`src/rtl/crsm_pkg.sv`:
```
package crsm_pkg;

  localparam logic [7:0] CRSM_CTRL_ON       = 8'hE4;
  localparam logic [7:0] CRSM_CTRL_OFF      = 8'h00;

  // Register word offsets (byte addresses)
  localparam logic [3:0] CRSM_OFS_CTRL      = 4'h0;
  localparam logic [3:0] CRSM_OFS_LOW       = 4'h4;
  localparam logic [3:0] CRSM_OFS_HIGH      = 4'h8;
  localparam logic [3:0] CRSM_OFS_STATUS    = 4'hC;

  localparam logic [7:0] CRSM_RST_CTRL      = 8'h00;
  localparam logic [7:0] CRSM_RST_LOW       = 8'h00;
  localparam logic [7:0] CRSM_RST_HIGH      = 8'hFF;

  // Status layout
  localparam int         CRSM_ST_FLAG_BIT   = 0;
  localparam int         CRSM_ST_RST_BIT    = 1;
  localparam int         CRSM_ST_EN_BIT     = 2;
  localparam int         CRSM_ST_CLR_BIT    = 0;

  localparam int         CRSM_RATIO_DIV     = 4;
  localparam int         CRSM_EDGES_TO_RST  = 2;
  localparam int         CRSM_HOLD_CYC      = 24;
  localparam int         CRSM_FLASH_CYC     = 1024;

  typedef struct packed {
    logic       cyc;
    logic       stb;
    logic       we;
    logic [3:0] adr;
    logic [3:0] sel;
    logic [31:0] dat;
  } crsm_wb_req_t;

  typedef enum logic [2:0] {
    CRSM_IDLE  = 3'b001,
    CRSM_HOLD  = 3'b010,
    CRSM_FLASH = 3'b100
  } crsm_state_t;

endpackage

```
`src/rtl/crsm_monitor.sv`:
```
// What this block does
// - E4H enables monitoring, 00H disables it
// - Enable refused unless both oscillators enabled
// - Main oscillator cleared forces control to 00H
// - Halt mode entry clears control; rewrite needed
// - Control survives internal reset; pin reset only
// - Limit writes ignored while monitoring enabled
// - Limits survive internal reset; pin reset only
// - Reset asserted after two more slow edges
// - Monitor runs during reset; released when in range
// - Stopped slow clock yields no reset
// - Flash reset follows; hold restarts on each bad verdict
// - Transient excursions also trigger reset
// - Sub oscillator kept running while enabled
// - Cause flag set; cleared by strobe or pin
`timescale 1ns/1ps
`default_nettype none
module crsm_monitor #(
  parameter int CNT_W = 8
) (
  input  wire logic                 clk_i,
  input  wire logic                 rst_i,
  input  wire logic                 int_rst_i,
  input  wire logic                 slow_clk_i,
  input  wire logic                 main_osc_enable_i,
  input  wire logic                 sub_osc_enable_i,
  input  wire logic                 halt_entry_i,
  input  wire logic                 cyc_i,
  input  wire logic                 stb_i,
  input  wire logic                 we_i,
  input  wire logic [3:0]           adr_i,
  input  wire logic [3:0]           sel_i,
  input  wire logic [31:0]          dat_i,
  output logic      [31:0]          dat_o,
  output logic                      ack_o,
  output logic                      monitor_reset_o,
  output logic                      sub_osc_keep_o,
  output logic                      irq_o
);
  import crsm_pkg::*;

  // Register map, byte offsets on the word bus:
  //   control      E4 arms the monitor, 00 disarms it, others ignored
  //   lower limit  least fast/4 count allowed per slow period
  //   upper limit  most fast/4 count allowed per slow period
  //   status       read: flag, reset active, armed from bit 0 up
  //                write: bit 0 clears the flag, bit 8 irq enable
  //   limits reset to 00 and FF, the widest window
  // Other offsets read as zero and ignore writes. Only byte lane 0
  // reaches the 8-bit registers; lane 1 carries the interrupt enable.
  // Every request is answered one cycle after it is taken.
  //
  // Reset timing: a period is judged at the slow edge that closes it,
  // the verdict walks through two more slow edges, the hold then runs
  // for a fixed time after the last bad verdict, and the flash phase
  // ends the sequence.

  logic [7:0]       ctrl_ff;
  logic [7:0]       low_ff;
  logic [7:0]       high_ff;
  logic             flag_ff;
  logic             irq_en_ff;
  logic             ack_ff;
  logic [31:0]      rdat_ff;
  logic             slow_q_ff;
  logic [1:0]       pre_ff;
  logic [CNT_W-1:0] cnt_ff;
  logic             sat_ff;
  logic [1:0]       pend_ff;
  logic             bad_ff;
  logic [10:0]      tmr_ff;
  crsm_state_t      state_ff;
  logic             main_q_ff;
  logic             enabled;
  logic             req;
  logic             wr;
  logic             slow_rise;
  logic             out_range;
  logic             monitor_evt;
  logic             primed_ff;
  logic             irq_wr;

  // Armed only by the exact code, not by any single bit of it
  assign enabled   = (ctrl_ff == CRSM_CTRL_ON);
  // A request still held is not taken again in the cycle its ack is up
  assign req       = cyc_i && stb_i && !ack_ff;
  assign wr        = req && we_i && sel_i[0];
  assign slow_rise = slow_clk_i && !slow_q_ff;

  function automatic logic wr_at(input logic [3:0] ofs);
    return wr && (adr_i == ofs);
  endfunction

  // Lane 1 alone carries the interrupt enable
  assign irq_wr = req && we_i && sel_i[1] && (adr_i == CRSM_OFS_STATUS);

  // Window test for one closed period
  function automatic logic out_of_window(input logic [CNT_W-1:0] cnt,
                                         input logic             sat,
                                         input logic [7:0]       lo,
                                         input logic [7:0]       hi);
    return sat || (cnt < lo[CNT_W-1:0]) || (cnt > hi[CNT_W-1:0]);
  endfunction

  // Status word bits from the package layout
  function automatic logic [31:0] status_word(input logic en,
                                              input logic act,
                                              input logic flg);
    logic [31:0] w;
    w                   = 32'h0000_0000;
    w[CRSM_ST_EN_BIT]   = en;
    w[CRSM_ST_RST_BIT]  = act;
    w[CRSM_ST_FLAG_BIT] = flg;
    return w;
  endfunction

  // Registered ack gives one wait state and drops by itself, so a master
  // that holds cyc and stb sees exactly one ack per request
  always_ff @(posedge clk_i) begin
    if (rst_i) begin
      ack_ff <= 1'b0;
    end else begin
      ack_ff <= req;
    end
  end

  // Read data is captured at the request edge and stands with the ack;
  // unmapped offsets and idle cycles read as zero
  always_ff @(posedge clk_i) begin
    if (rst_i) begin
      rdat_ff <= 32'h0000_0000;
    end else if (req && !we_i) begin
      unique case (adr_i)
        CRSM_OFS_CTRL:   rdat_ff <= {24'h00_0000, ctrl_ff};
        CRSM_OFS_LOW:    rdat_ff <= {24'h00_0000, low_ff};
        CRSM_OFS_HIGH:   rdat_ff <= {24'h00_0000, high_ff};
        CRSM_OFS_STATUS: rdat_ff <= status_word(enabled, monitor_reset_o,
                                                flag_ff);
        default:         rdat_ff <= 32'h0000_0000;
      endcase
    end else begin
      rdat_ff <= 32'h0000_0000;
    end
  end
  assign ack_o = ack_ff;
  assign dat_o = rdat_ff;

  // Internal reset never touches control; only rst_i (pin) does
  always_ff @(posedge clk_i) begin
    if (rst_i) begin
      ctrl_ff   <= CRSM_RST_CTRL;
      main_q_ff <= 1'b0;
    end else begin
      main_q_ff <= main_osc_enable_i;
      // Halt entry outranks any write, so a mode switch never leaves
      // monitoring armed on a clock that is about to stop
      if (halt_entry_i) begin
        ctrl_ff <= CRSM_CTRL_OFF;
      end else if (enabled && !main_osc_enable_i) begin
        ctrl_ff <= CRSM_CTRL_OFF;
      // Both enables are checked at the write; after it only the main enable is
      // watched, so a later drop of the sub enable alone leaves monitoring armed
      end else if (wr_at(CRSM_OFS_CTRL)) begin
        if (dat_i[7:0] == CRSM_CTRL_OFF) begin
          ctrl_ff <= CRSM_CTRL_OFF;
        end else if (dat_i[7:0] == CRSM_CTRL_ON &&
                     main_osc_enable_i && sub_osc_enable_i) begin
          ctrl_ff <= CRSM_CTRL_ON;
        end
      end
    end
  end

  // Limits locked while enabled, kept over internal reset
  // A write while armed is dropped, not queued: disarm first
  always_ff @(posedge clk_i) begin
    if (rst_i) begin
      low_ff  <= CRSM_RST_LOW;
      high_ff <= CRSM_RST_HIGH;
    end else if (!enabled) begin
      if (wr_at(CRSM_OFS_LOW)) begin
        low_ff <= dat_i[7:0];
      end
      if (wr_at(CRSM_OFS_HIGH)) begin
        high_ff <= dat_i[7:0];
      end
    end
  end

  // Fast cycles divided by four, counted per slow period
  always_ff @(posedge clk_i) begin
    if (rst_i) begin
      slow_q_ff <= 1'b0;
      pre_ff    <= 2'b00;
      cnt_ff    <= '0;
      sat_ff    <= 1'b0;
    end else begin
      // Slow clock is a synchronous level; one flop gives its edges
      slow_q_ff <= slow_clk_i;
      if (!enabled) begin
        pre_ff <= 2'b00;
        cnt_ff <= '0;
        sat_ff <= 1'b0;
      end else if (slow_rise) begin
        // Prescaler restarts so every period is counted alike
        pre_ff <= 2'b00;
        cnt_ff <= '0;
        sat_ff <= 1'b0;
      end else begin
        pre_ff <= pre_ff + 2'b01;
        if (pre_ff == 2'(CRSM_RATIO_DIV - 1)) begin
          // Saturates instead of wrapping: a long period stays bad
          if (&cnt_ff) begin
            sat_ff <= 1'b1;
          end else begin
            cnt_ff <= cnt_ff + 1'b1;
          end
        end
      end
    end
  end
  assign out_range = bad_ff;

  // The first slow edge after arming only opens the window: the period
  // before it was cut short and would read as a false excursion
  always_ff @(posedge clk_i) begin
    if (rst_i) begin
      primed_ff <= 1'b0;
    end else if (!enabled) begin
      primed_ff <= 1'b0;
    end else if (slow_rise) begin
      primed_ff <= 1'b1;
    end
  end

  // Verdict on the period that a slow edge has just closed
  always_ff @(posedge clk_i) begin
    if (rst_i) begin
      bad_ff <= 1'b0;
    end else if (!enabled) begin
      bad_ff <= 1'b0;
    end else if (slow_rise) begin
      // Dead slow clock: no edge, so no verdict and no reset
      bad_ff <= primed_ff && out_of_window(cnt_ff, sat_ff,
                                           low_ff, high_ff);
    end
  end

  // Verdict shifts through two more slow edges before reset
  // One bad period walks through both stages on its own
  // Cleared when disarmed so a stale verdict cannot fire on re-arming
  always_ff @(posedge clk_i) begin
    if (rst_i) begin
      pend_ff <= 2'b00;
    end else if (!enabled) begin
      pend_ff <= 2'b00;
    end else if (slow_rise) begin
      pend_ff <= {pend_ff[0], out_range};
    end
  end
  assign monitor_evt = pend_ff[CRSM_EDGES_TO_RST-1];

  // Hold, then flash reset after every monitor reset
  // Reset lasts the hold after the last bad verdict plus the flash;
  // the flash phase always runs to its end
  always_ff @(posedge clk_i) begin
    if (rst_i) begin
      state_ff <= CRSM_IDLE;
      tmr_ff   <= '0;
    end else begin
      unique case (state_ff)
        CRSM_IDLE: begin
          // Each entry also sets the cause flag below
          if (monitor_evt) begin
            state_ff <= CRSM_HOLD;
            tmr_ff   <= 11'(CRSM_HOLD_CYC - 1);
          end
        end
        CRSM_HOLD: begin
          // Held while out of range; monitoring keeps running
          if (monitor_evt) begin
            tmr_ff <= 11'(CRSM_HOLD_CYC - 1);
          end else if (tmr_ff == '0 || !enabled) begin
            // Disarming ends the hold early; the flash part still runs
            state_ff <= CRSM_FLASH;
            tmr_ff   <= 11'(CRSM_FLASH_CYC - 1);
          end else begin
            tmr_ff <= tmr_ff - 1'b1;
          end
        end
        CRSM_FLASH: begin
          // A new bad verdict is taken up only once back in idle
          if (tmr_ff == '0) begin
            state_ff <= CRSM_IDLE;
          end else begin
            tmr_ff <= tmr_ff - 1'b1;
          end
        end
        default: state_ff <= CRSM_IDLE;
      endcase
    end
  end
  assign monitor_reset_o = (state_ff != CRSM_IDLE);

  // Cause flag: set wins over clear
  // Internal reset has no path to it; the pin reset and strobe do
  always_ff @(posedge clk_i) begin
    if (rst_i) begin
      flag_ff <= 1'b0;
    end else if (state_ff == CRSM_IDLE && monitor_evt) begin
      flag_ff <= 1'b1;
    end else if (wr_at(CRSM_OFS_STATUS) && dat_i[CRSM_ST_CLR_BIT]) begin
      flag_ff <= 1'b0;
    end
  end

  // Interrupt enable in status bit 8, written through lane 1 alone
  always_ff @(posedge clk_i) begin
    if (rst_i) begin
      irq_en_ff <= 1'b0;
    end else if (irq_wr) begin
      irq_en_ff <= dat_i[8];
    end
  end
  // Level output: clearing the flag or the enable drops it
  assign irq_o = flag_ff && irq_en_ff;

  // Keep slow oscillator alive while enabled
  // Internal reset has no path here, so the oscillator rides it out
  assign sub_osc_keep_o = enabled;

  // Internal reset and the upper byte lanes are not decoded
  wire unused_ok = &{1'b0, int_rst_i, main_q_ff, sel_i[3:2], dat_i[31:9]};

endmodule
`default_nettype wire

```
`config.mk`:
```
export PLATFORM = sky130hd
export DESIGN_NAME = crsm_monitor
export DESIGN_NICKNAME = d
export VERILOG_FILES = /design/src/rtl/crsm_pkg.sv /design/src/rtl/crsm_monitor.sv
export SDC_FILE = /design/constraint.sdc
export NUM_CORES = 1
export LEC_CHECK = 0
export ABC_AREA = 1
export BUFFER_PORTS_ARGS = -buffer_cell sky130_fd_sc_hd__buf_2
export CORE_ASPECT_RATIO = 0.9
export CORE_MARGIN = 1.5
export CORE_UTILIZATION = 53
export CTS_CLUSTER_DIAMETER = 40
export DETAILED_ROUTE_END_ITERATION = 12
export MAX_ROUTING_LAYER = met4
export PLACE_DENSITY = 0.78
export SYNTH_ARGS = -nofsm -noshare
export SYNTH_HDL_FRONTEND = slang
export SYNTH_SLANG_ARGS = --single-unit
```
`constraint.sdc`:
```
create_clock -name clk_i -period 2.2 [get_ports clk_i]
set_input_delay 0.11 -clock clk_i [delete_from_list [all_inputs] [get_ports clk_i]]
set_output_delay 0.11 -clock clk_i [all_outputs]
set_load 0.005 [all_outputs]
```
After elaboration in Yosys (flattened, before gate mapping):

Index checks and enable logic that the tools add are counted.

* $add $sub $neg: 3
* magnitude comparators: 2
* equality and inequality tests: 15
* mux-type cells: 15
* bitwise logic cells: 3
* reduce and logical (&&, ||, !) cells: 45

Operators with widths (count)
* $mux 11: 4
* $pmux 11 s3: 1
* $pmux 8 s4: 1
* $logic_and 1x1->1: 19
* $eq 8x8->1 const B: 2
* $mux 8: 2
* $mux 3: 4
* $logic_not 11->1: 1
* $sub 11x1->11 const B: 1
* $ne 2x2->1 const B: 5
* $pmux 3 s3: 1
* $reduce_and 9->1: 1
* $add 8x1->8 const B: 1
* $eq 4x4->1 const B: 2
* $gt 8x8->1: 1
* $logic_not 8->1: 1
* $lt 8x8->1: 1
* $reduce_and 2->1: 4
* $reduce_and 8->1: 1
* $reduce_or 3->1: 2
* $logic_not 1->1: 5
* $eq 4x3->1 const B: 1
* $logic_not 4->1: 1
* $reduce_and 4->1: 1
* 13 further kinds: 20

* bits in registers: 89
* word-level logic and storage cells: 99

Longest topological paths before layout:

Gate-level depths: netlist (run 1).

* depth after elaboration: 8
* gate-level depth with buffers: 12

Worst setup path after synthesis (run 1):

OpenSTA, ideal clock, no wires.

* path kind: register to register
* start point: register tmr_ff[0]
* end point: register tmr_ff[0]
* library setup time: 0.118 ns
* arrival time: 1.343 ns
* data required time: 2.082 ns
* slack: 0.739 ns
* cell stages (with the launch flop): 11
* path buffers: 1
* cell sequence: dfxtp_1 > inv_1 > ha_1 > nand3_2 > nor2_4 > nand3_2 > nand3_4 > inv_4 > buf_6 > o21ai_1 > nor2_1

* longest elaborated chain between the ends: 5
* elaborated cells on any way between the ends: 9

RTL lines
* from (decl): RTL line crsm_monitor.sv:71 `logic [10:0] tmr_ff;`
* from (signal assigned): RTL line crsm_monitor.sv:276 `tmr_ff <= 11'(CRSM_HOLD_CYC - 1);`
* from (signal assigned): RTL line crsm_monitor.sv:282 `tmr_ff <= 11'(CRSM_HOLD_CYC - 1);`
* from (signal assigned): RTL line crsm_monitor.sv:286 `tmr_ff <= 11'(CRSM_FLASH_CYC - 1);`
* parallel branches: the longest is 5 deep, another holds $sub 11x1->11

Several ways; the timed one is not identified. The select of a mux whose other input is x is not followed.
A chain may end at the register's enable or synchronous reset.

Worst setup path in the final report (run 1):

* start point: register cnt_ff[1]
* end point: register cnt_ff[5]

* longest elaborated chain between the ends: 3
* elaborated cells on any way between the ends: 4

RTL lines
* from (decl): RTL line crsm_monitor.sv:67 `logic [CNT_W-1:0] cnt_ff;`
* from (signal assigned): RTL line crsm_monitor.sv:216 `cnt_ff <= cnt_ff + 1'b1;`
* parallel branches: the longest is 3 deep, another holds $add 8x1->8

Several ways; the timed one is not identified.

==> key figures, run 1 <==
GRT
  • Total GRT Usage: 0.2358
  • Number of global-route vias before repair: 2745
  • Global-route wire length before repair: 12280 um
  • Overall overflow remaining after global route: 0
  • Largest net degree at the start of global routing: 19
  • Number of antenna violations at the first check in global routing: 0

Yosys
  • Count of yosys warnings during synthesis: 0
  • Gate count after technology mapping: 471
  • Combined area of all synthesized cells: 3386 sq um
  • Post-synth EDFFs: 0
  • Unique cell type count in the Yosys netlist: 39
  • Dominant synthesized flop cell: dfxtp_1
  • Share of async-settable or async-resettable flops after synthesis: 0
  • Syn avg cell area: 7.188 sq um
  • Yosys reg bits: 58
  • Fraction of the yosys area taken by sequential cells: 0.3429

Floorplan
  • Area of the die: 6877 sq um
  • Placeable core region: 6148 sq um
  • I/O pin count: 86
  • Die Wd: 87.25 um
  • Floorplan die height: 78.83 um
  • Initial core utilization: 0.5507
  • Row Count: 27

Finish
  • Fin nets: 578
  • Layout cell share with drive strength beyond 1: 0.1767
  • Filler Cell Count: 573
  • Signed area change from the synthesized netlist to the final layout: 11.12%
  • Final cell count without fillers: 602
  • Diode insertion count for antenna repair: 0
  • Final non-filler cell area: 3762 sq um

Power and ir drop
  • Clock power frac: 0.485
  • Static Leak: 1.861 nW
  • Combinational power share: 0.041
  • Pwr dens: 592.0 nW/um^2
  • Internal power: 1.749 mW
  • Share of total power consumed by net switching: 0.2145
  • Power after layout: 2.227 mW
  • Maximum vdd ir drop: 0.4465 mV
  • Part of the power in registers: 0.473
  • Sw Pwr: 477.8 uW

Run status
  • Run status: finished clean

STA
  • Worst slew margin relative to its limit: 0.5663
  • Post-Route Setup TNS: 0 ns
  • Worst clock skew: 0.01030 ns
  • Max Clk Rate: 0.6224 GHz
  • Number of endpoints with negative hold slack in the final report: 0
  • Final critical delay including setup and external delays: 1.607 ns
  • Final cycle utilization of the critical path: 0.7303
  • Max-slew violation count: 0
  • Final Worst Setup Slack: 0.5933 ns
  • Transition at the pin with the smallest max-transition slack: 0.6456 ns
  • Unrepaired setup endpoints after global routing: no
  • # setup viols final: 0

Detailed routing
  • Detailed Route WL: 7035 um
  • Post-route DRC violation count: 0
  • Via count: 3008
  • TritonRoute pass-1 iters: 5
  • Routed length per instance: 11.69 um
  • Starting DRC count in detailed routing: 223
  • Via/cell ratio: 4.997
  • Antenna violation net count after detailed routing: 0

Critical path
  • Endpoint arrival time on the critical path: 1.85 ns
  • Required time reported for the critical path endpoint: 2.44 ns
  • Worst Path Class, Setup: reg2reg
  • Biggest fanout along the worst timing path: 9
  • Category of the worst setup path capture point: flop
  • Startpoint type of the worst setup path: flop

Clocking
  • Cts hold-fix bufs: 1
  • Number of buffers inserted by post-CTS setup repair: 0
  • CTS tree: built
  • Clock Latency Late Sink: 0.34 ns
  • TritonCTS sink count: 58
  • Clock Pin Slew Worst Setup and Hold Paths: 0.07 ns
  • CTS resizes: 0
  • Max Root-Sink Buffers: 2
  • Clk root buf: clkbuf_8
  • # H-tree levels: 3
  • Cts bufs inserted: 9

Job
  • Count of max-cap constraint violations: 0

Place
  • Post-DP Area: 3533 sq um
  • Port buffer count: 35
  • Dpl cells: 585
  • RD Place Congestion: 0.8938
  • Detailed-placement wirelength estimate: 5214 um
  • DP Worst Slack: 0.6186 ns

Worst hold path
  • Hold WC Path Type: in2reg
## through the flow
stage	util	hold slack (ns)
after floorplan	-	0.2349
after global placement	0.5747	0.3415
after detailed placement	0.5747	0.3447
after CTS	0.6119	0.006856
after global routing	0.6119	0.01933
final	0.6119	0.02227
## area by class of cell
cell class | instances | area [sq um] | area share
Multi-Input combinational cell | 328 | 1793 | 0.4766
Sequential cell | 58 | 1161 | 0.3086
Inverter | 76 | 287.8 | 0.07649
Timing Repair Buffer | 37 | 192.7 | 0.05121
Clock buffer | 11 | 141.4 | 0.03758
Tap cell | 87 | 108.9 | 0.02893
Clock inverter | 5 | 77.57 | 0.02062
## per-layer routing
metal	global-route usage	routed length, um	up-vias	share of wire
met2	0.3423	3162	110	0.45
li1	-	-	1544	-
met5	-	0	-	0
met3	0.08420	597	10	0.085
met4	0.08730	65	0	0.0092
met1	0.3014	3210	1344	0.46
## synthesized netlist by cell type, types with 2 or more instances
library cell	n	area [sq um]
buf_6	2	22.52
nor2_2	5	31.28
nor3_1	4	20.02
nor2_4	4	45.04
xor2_1	7	61.31
dfxtp_1	58	1161
inv_1	66	247.7
inv_2	9	33.78
o211ai_1	10	75.07
nand2_2	5	31.28
nor3_2	2	20.02
nor4_1	2	12.51
buf_2	4	20.02
nand3_1	16	80.08
o21ai_0	19	95.09
buf_4	24	180.2
nand4_1	4	25.02
o221ai_1	2	17.52
a21oi_1	31	155.2
nand3_2	7	70.07
o21ai_1	12	60.06
o21a_1	2	15.01
o22ai_1	4	25.02
nand2_1	95	356.6
nor2_1	46	172.7
ha_1	18	225.2
## kinds of logic after synthesis
group | synth area share
buffers and inverters | 0.1530
other | 0.001108
and+or+nand+nor | 0.2764
DFF | 0.3429
AOI/OAI and AO/OA | 0.1419
adders and majority gates | 0.06652
xor gates and xnor gates | 0.01811
## sequential cells by signal (all words and copies together), names as in the netlist, 2 cells and up
signal    count
cnt_ff        8
dat_o         8
high_ff       8
low_ff        8
pend_ff       2
pre_ff        2
state_ff      3
tmr_ff       11
## worst max-delay path, cell delays in order (launching register included)
cell and delay (ns):
dfxtp_1 0.40, ha_1 0.22, nand2_1 0.11, nor3_2 0.20, nand3_1 0.12, nand2_2 0.18
nor2_1 0.10, nand2_1 0.07, nand2_1 0.04, inv_1 0.04, nor2_1 0.03
## path summary, 6_finish.rpt
check	startpoint	to	depth (start not counted)	slack [ns]
max	cnt_ff[1]$_SDFFE_PP0P_	cnt_ff[5]$_SDFFE_PP0P_	10	0.59
max reg2reg	cnt_ff[1]$_SDFFE_PP0P_	cnt_ff[5]$_SDFFE_PP0P_	10	0.59
min	dat_i[1]	high_ff[1]$_SDFFE_PP1P_	3	0.02
min reg2reg	pre_ff[0]$_SDFF_PP0_	pre_ff[0]$_SDFF_PP0_	1	0.43
## cell usage in the layout (no fill, tap or decap), types with 16 or more instances in the layout
cell / instances
nor2_1: 46
inv_1: 66
conb_1: 24
o21ai_0: 19
nand2_1: 95
ha_1: 18
a21oi_1: 31
dfxtp_1: 58
buf_2: 35
nand3_1: 16
## power groups by stage
stage | sequential, mW | clock (mW) | combinational [mW]
after floorplan | 1.08 | 0 | 0.0802
after global placement | 1.08 | 0 | 0.0868
after detailed placement | 1.08 | 0 | 0.0882
after CTS | 1.05 | 1.10 | 0.0901
after global routing | 1.05 | 1.15 | 0.104
final | 1.05 | 1.08 | 0.0918
Note: power is estimated with default switching activity, not from simulation.
==> run 2: changes to the inputs <==
--- a/config.mk
+++ b/config.mk
@@ -9,11 +9,11 @@
 export BUFFER_PORTS_ARGS = -buffer_cell sky130_fd_sc_hd__buf_2
 export CORE_ASPECT_RATIO = 0.9
 export CORE_MARGIN = 1.5
-export CORE_UTILIZATION = 53
+export CORE_UTILIZATION = 48
 export CTS_CLUSTER_DIAMETER = 40
 export DETAILED_ROUTE_END_ITERATION = 12
 export MAX_ROUTING_LAYER = met4
-export PLACE_DENSITY = 0.78
+export PLACE_DENSITY = 0.74
 export SYNTH_ARGS = -nofsm -noshare
 export SYNTH_HDL_FRONTEND = slang
 export SYNTH_SLANG_ARGS = --single-unit
==> constraint.sdc (replaced) <==
create_clock -name clk_i -period 1.47 [get_ports clk_i]
set_input_delay 0.0735 -clock clk_i [delete_from_list [all_inputs] [get_ports clk_i]]
set_output_delay 0.0735 -clock clk_i [all_outputs]
set_load 0.005 [all_outputs]
==> run 2 against run 1 <==
Net effect: sequential power is 50% higher; worst setup slack worse by 0.56 ns; wire length is 15% higher; power is 51% higher; clock-buffer cell count stayed put; clock power is 51% higher; critical path depth stayed put; cell count is 5.8% higher; clock skew hardly changed; fmax is 12% higher; cell area is 12% higher; highest routed layer unchanged.
==> key figures, run 2 (same netlist as run 1, synthesis figures left out) <==
Clocking
  • Clock Latency Late Sink: 0.35 ns (about the same)
  • TritonCTS sink count: 58 (unchanged)
  • # H-tree levels: 3 (unchanged)
  • Max Root-Sink Buffers: 2 (unchanged)
  • Clk root buf: clkbuf_8
  • Clock Pin Slew Worst Setup and Hold Paths: 0.07 ns (about the same)
  • Cts bufs inserted: 9 (unchanged)
  • CTS tree: built

Detailed routing
  • Post-route DRC violation count: 0 (unchanged)
  • TritonRoute pass-1 iters: 4 (-1)
  • Starting DRC count in detailed routing: 285 (+28%)
  • Detailed Route WL: 8106 um (+15%)
  • Via/cell ratio: 4.956 (-0.81%)
  • Via count: 3157 (+5.0%)
  • Routed length per instance: 12.73 um (+8.9%)
  • Antenna violation net count after detailed routing: 0 (unchanged)

GRT
  • Number of global-route vias before repair: 2820 (+2.7%)
  • Largest net degree at the start of global routing: 30 (+11)
  • Global-route wire length before repair: 12810 um (+4.3%)
  • Number of antenna violations at the first check in global routing: 0 (unchanged)
  • Overall overflow remaining after global route: 0 (unchanged)
  • Total GRT Usage: 0.2253 (-0.01044)

Power and ir drop
  • Internal power: 2.634 mW (+51%)
  • Combinational power share: 0.049 (+0.008)
  • Part of the power in registers: 0.468 (-0.005)
  • Maximum vdd ir drop: 0.7704 mV (+73%)
  • Share of total power consumed by net switching: 0.2181 (+0.003584)
  • Static Leak: 2.045 nW (+9.9%)
  • Power after layout: 3.369 mW (+51%)
  • Pwr dens: 797.4 nW/um^2 (+35%)
  • Sw Pwr: 734.9 uW (+54%)
  • Clock power frac: 0.483 (-0.002)

Place
  • Post-DP Area: 3695 sq um (+4.6%)
  • Port buffer count: 35 (unchanged)
  • Dpl cells: 609 (+4.1%)
  • DP Worst Slack: -0.05803 ns (-0.6767 ns)
  • RD Place Congestion: 0.9064 (+1.4%)
  • Detailed-placement wirelength estimate: 5620 um (+7.8%)

Finish
  • Final core utilization: 0.6315 (+0.01953)
  • Most frequent cells in the layout: nand2_1 (85), inv_1 (62), dfxtp_1 (51)
  • Diode insertion count for antenna repair: 0 (unchanged)
  • Flip-flop count of the largest register after layout: 11 (unchanged)
  • Most frequent standard cell in the layout excluding fill and tap cells: nand2_1
  • Layout cell share with drive strength beyond 1: 0.2797 (+0.1030)
  • Final cell count without fillers: 637 (+5.8%)
  • Signed area change from the synthesized netlist to the final layout: 24.80%
  • Final non-filler cell area: 4225 sq um (+12%)
  • Top reg by flops: tmr_ff
  • Fin nets: 610 (+5.5%)

Critical path
  • Endpoint arrival time on the critical path: 1.72 ns (-0.13 ns)
  • Biggest fanout along the worst timing path: 7 (-2)
  • Reg-to-Reg End: tmr_ff[3]$_SDFFE_PP0P_
  • Worst setup path end: tmr_ff[3]$_SDFFE_PP0P_
  • Category of the worst setup path capture point: flop
  • Startpoint type of the worst setup path: flop
  • Worst R2R Start: tmr_ff[1]$_SDFFE_PP0P_
  • Required time reported for the critical path endpoint: 1.75 ns (-0.69 ns)
  • Cell count of the worst reg-to-reg path: 10 (unchanged)
  • Beginning of the critical path: tmr_ff[1]$_SDFFE_PP0P_
  • Reg-to-reg slack, setup: 0.03 ns (-0.56 ns)
  • Worst Path Class, Setup: reg2reg

Floorplan
  • Row Count: 28 (+3.7%)
  • Area of the die: 7567 sq um (+10%)
  • Placeable core region: 6691 sq um (+8.8%)
  • I/O pin count: 86 (unchanged)
  • Floorplan die height: 82.68 um (+4.9%)
  • Initial core utilization: 0.5060 (-0.04469)
  • Die Wd: 91.53 um (+4.9%)

Job
  • Count of max-cap constraint violations: 0 (unchanged)

Worst hold path
  • Hold WC Path Type: in2reg
  • Hold depth: 3 (unchanged)

STA
  • Unrepaired setup endpoints after global routing: yes
  • Final cycle utilization of the critical path: 0.9780 (+0.2477)
  • # setup viols final: 0 (unchanged)
  • Post-Route Setup TNS: 0 ns (unchanged)
  • Final Worst Setup Slack: 0.03239 ns (-0.5609 ns)
  • Number of endpoints with negative hold slack in the final report: 0 (unchanged)
  • Final critical delay including setup and external delays: 1.438 ns (-0.1691 ns)
  • Hold Slack: 0.01316 ns (-0.009108 ns)
  • Max-slew violation count: 0 (unchanged)
  • Max Clk Rate: 0.6956 GHz (+12%)
  • Worst clock skew: 0.01077 ns (+0.0004615 ns)

Run status
  • Run status: finished clean
run 2: changes by cell type in the layout (fill, tap and decap cells not counted), sizes merged:
cell	delta
buf	+23
nand2	+1
nand3	+1
dlygate4sd3	+7
run 2: worst min-delay path by stage:
stage                from                     end  slack [ns]
2_1_floorplan  slow_clk_i    slow_q_ff$_SDFF_PP0_        0.20
3_3_place_gp   slow_clk_i    slow_q_ff$_SDFF_PP0_        0.29
3_5_place_dp   slow_clk_i    slow_q_ff$_SDFF_PP0_        0.30
4_1_cts             stb_i        ack_o$_SDFF_PP0_       0.001
5_1_grt             stb_i        ack_o$_SDFF_PP0_        0.02
6_report         dat_i[8]  irq_en_ff$_SDFFE_PP0P_        0.01
run 2: power groups by stage:
| stage | Clock (mW) | Combinational [mW] | Sequential [mW] |
|---|---|---|---|
| after global placement | 0 | 0.136 | 1.61 |
| final | 1.63 | 0.164 | 1.58 |
| after floorplan | 0 | 0.120 | 1.61 |
| after global routing | 1.70 | 0.183 | 1.58 |
| after detailed placement | 0 | 0.139 | 1.61 |
| after CTS | 1.66 | 0.156 | 1.58 |
run 2: final cells by class:
| class | count | area (sq um) |
|---|---|---|
| inverter | 76 | 290.3 |
| clock inverter | 5 | 77.57 |
| clock buffer | 11 | 141.4 |
| sequential | 58 | 1172 |
| timing repair buffer | 67 | 446.7 |
| tap | 90 | 112.6 |
| fill | 581 | 2466 |
| multi-input combinational | 330 | 1984 |
run 2: layer usage:
| metal | wire [um] | share of wire | track usage | up-vias |
|---|---|---|---|---|
| met3 | 519 | 0.064 | 0.06044 | 17 |
| li1 | - | - | - | 1613 |
| met1 | 3606 | 0.44 | 0.2673 | 1428 |
| met5 | 0 | 0 | - | - |
| met2 | 3845 | 0.47 | 0.3642 | 99 |
| met4 | 135 | 0.017 | 0.09844 | 0 |
run 2: critical path, stage by stage, from the launching register on:
cell and delay [ns]:
dfxtp_2 0.33, inv_2 0.07, ha_4 0.16, nand2_2 0.08, nor2_4 0.14, nand3_2 0.11
nand2_2 0.12, nand3_4 0.15, nand2_2 0.09, nor2_1 0.04, nor2_1 0.08
run 2: repair_timing:
| action | 4_1_cts | 5_1_grt |
|---|---|---|
| setup buffers | 0 | 1 |
| gates resized for setup | 10 | 51 |
| hold endpoints to repair | 8 | 0 |
| gates cloned | 1 | 2 |
| hold buffers | 8 | 0 |
| pin swaps | 1 | 24 |
| endpoints found under the setup margin | 12 | 38 |
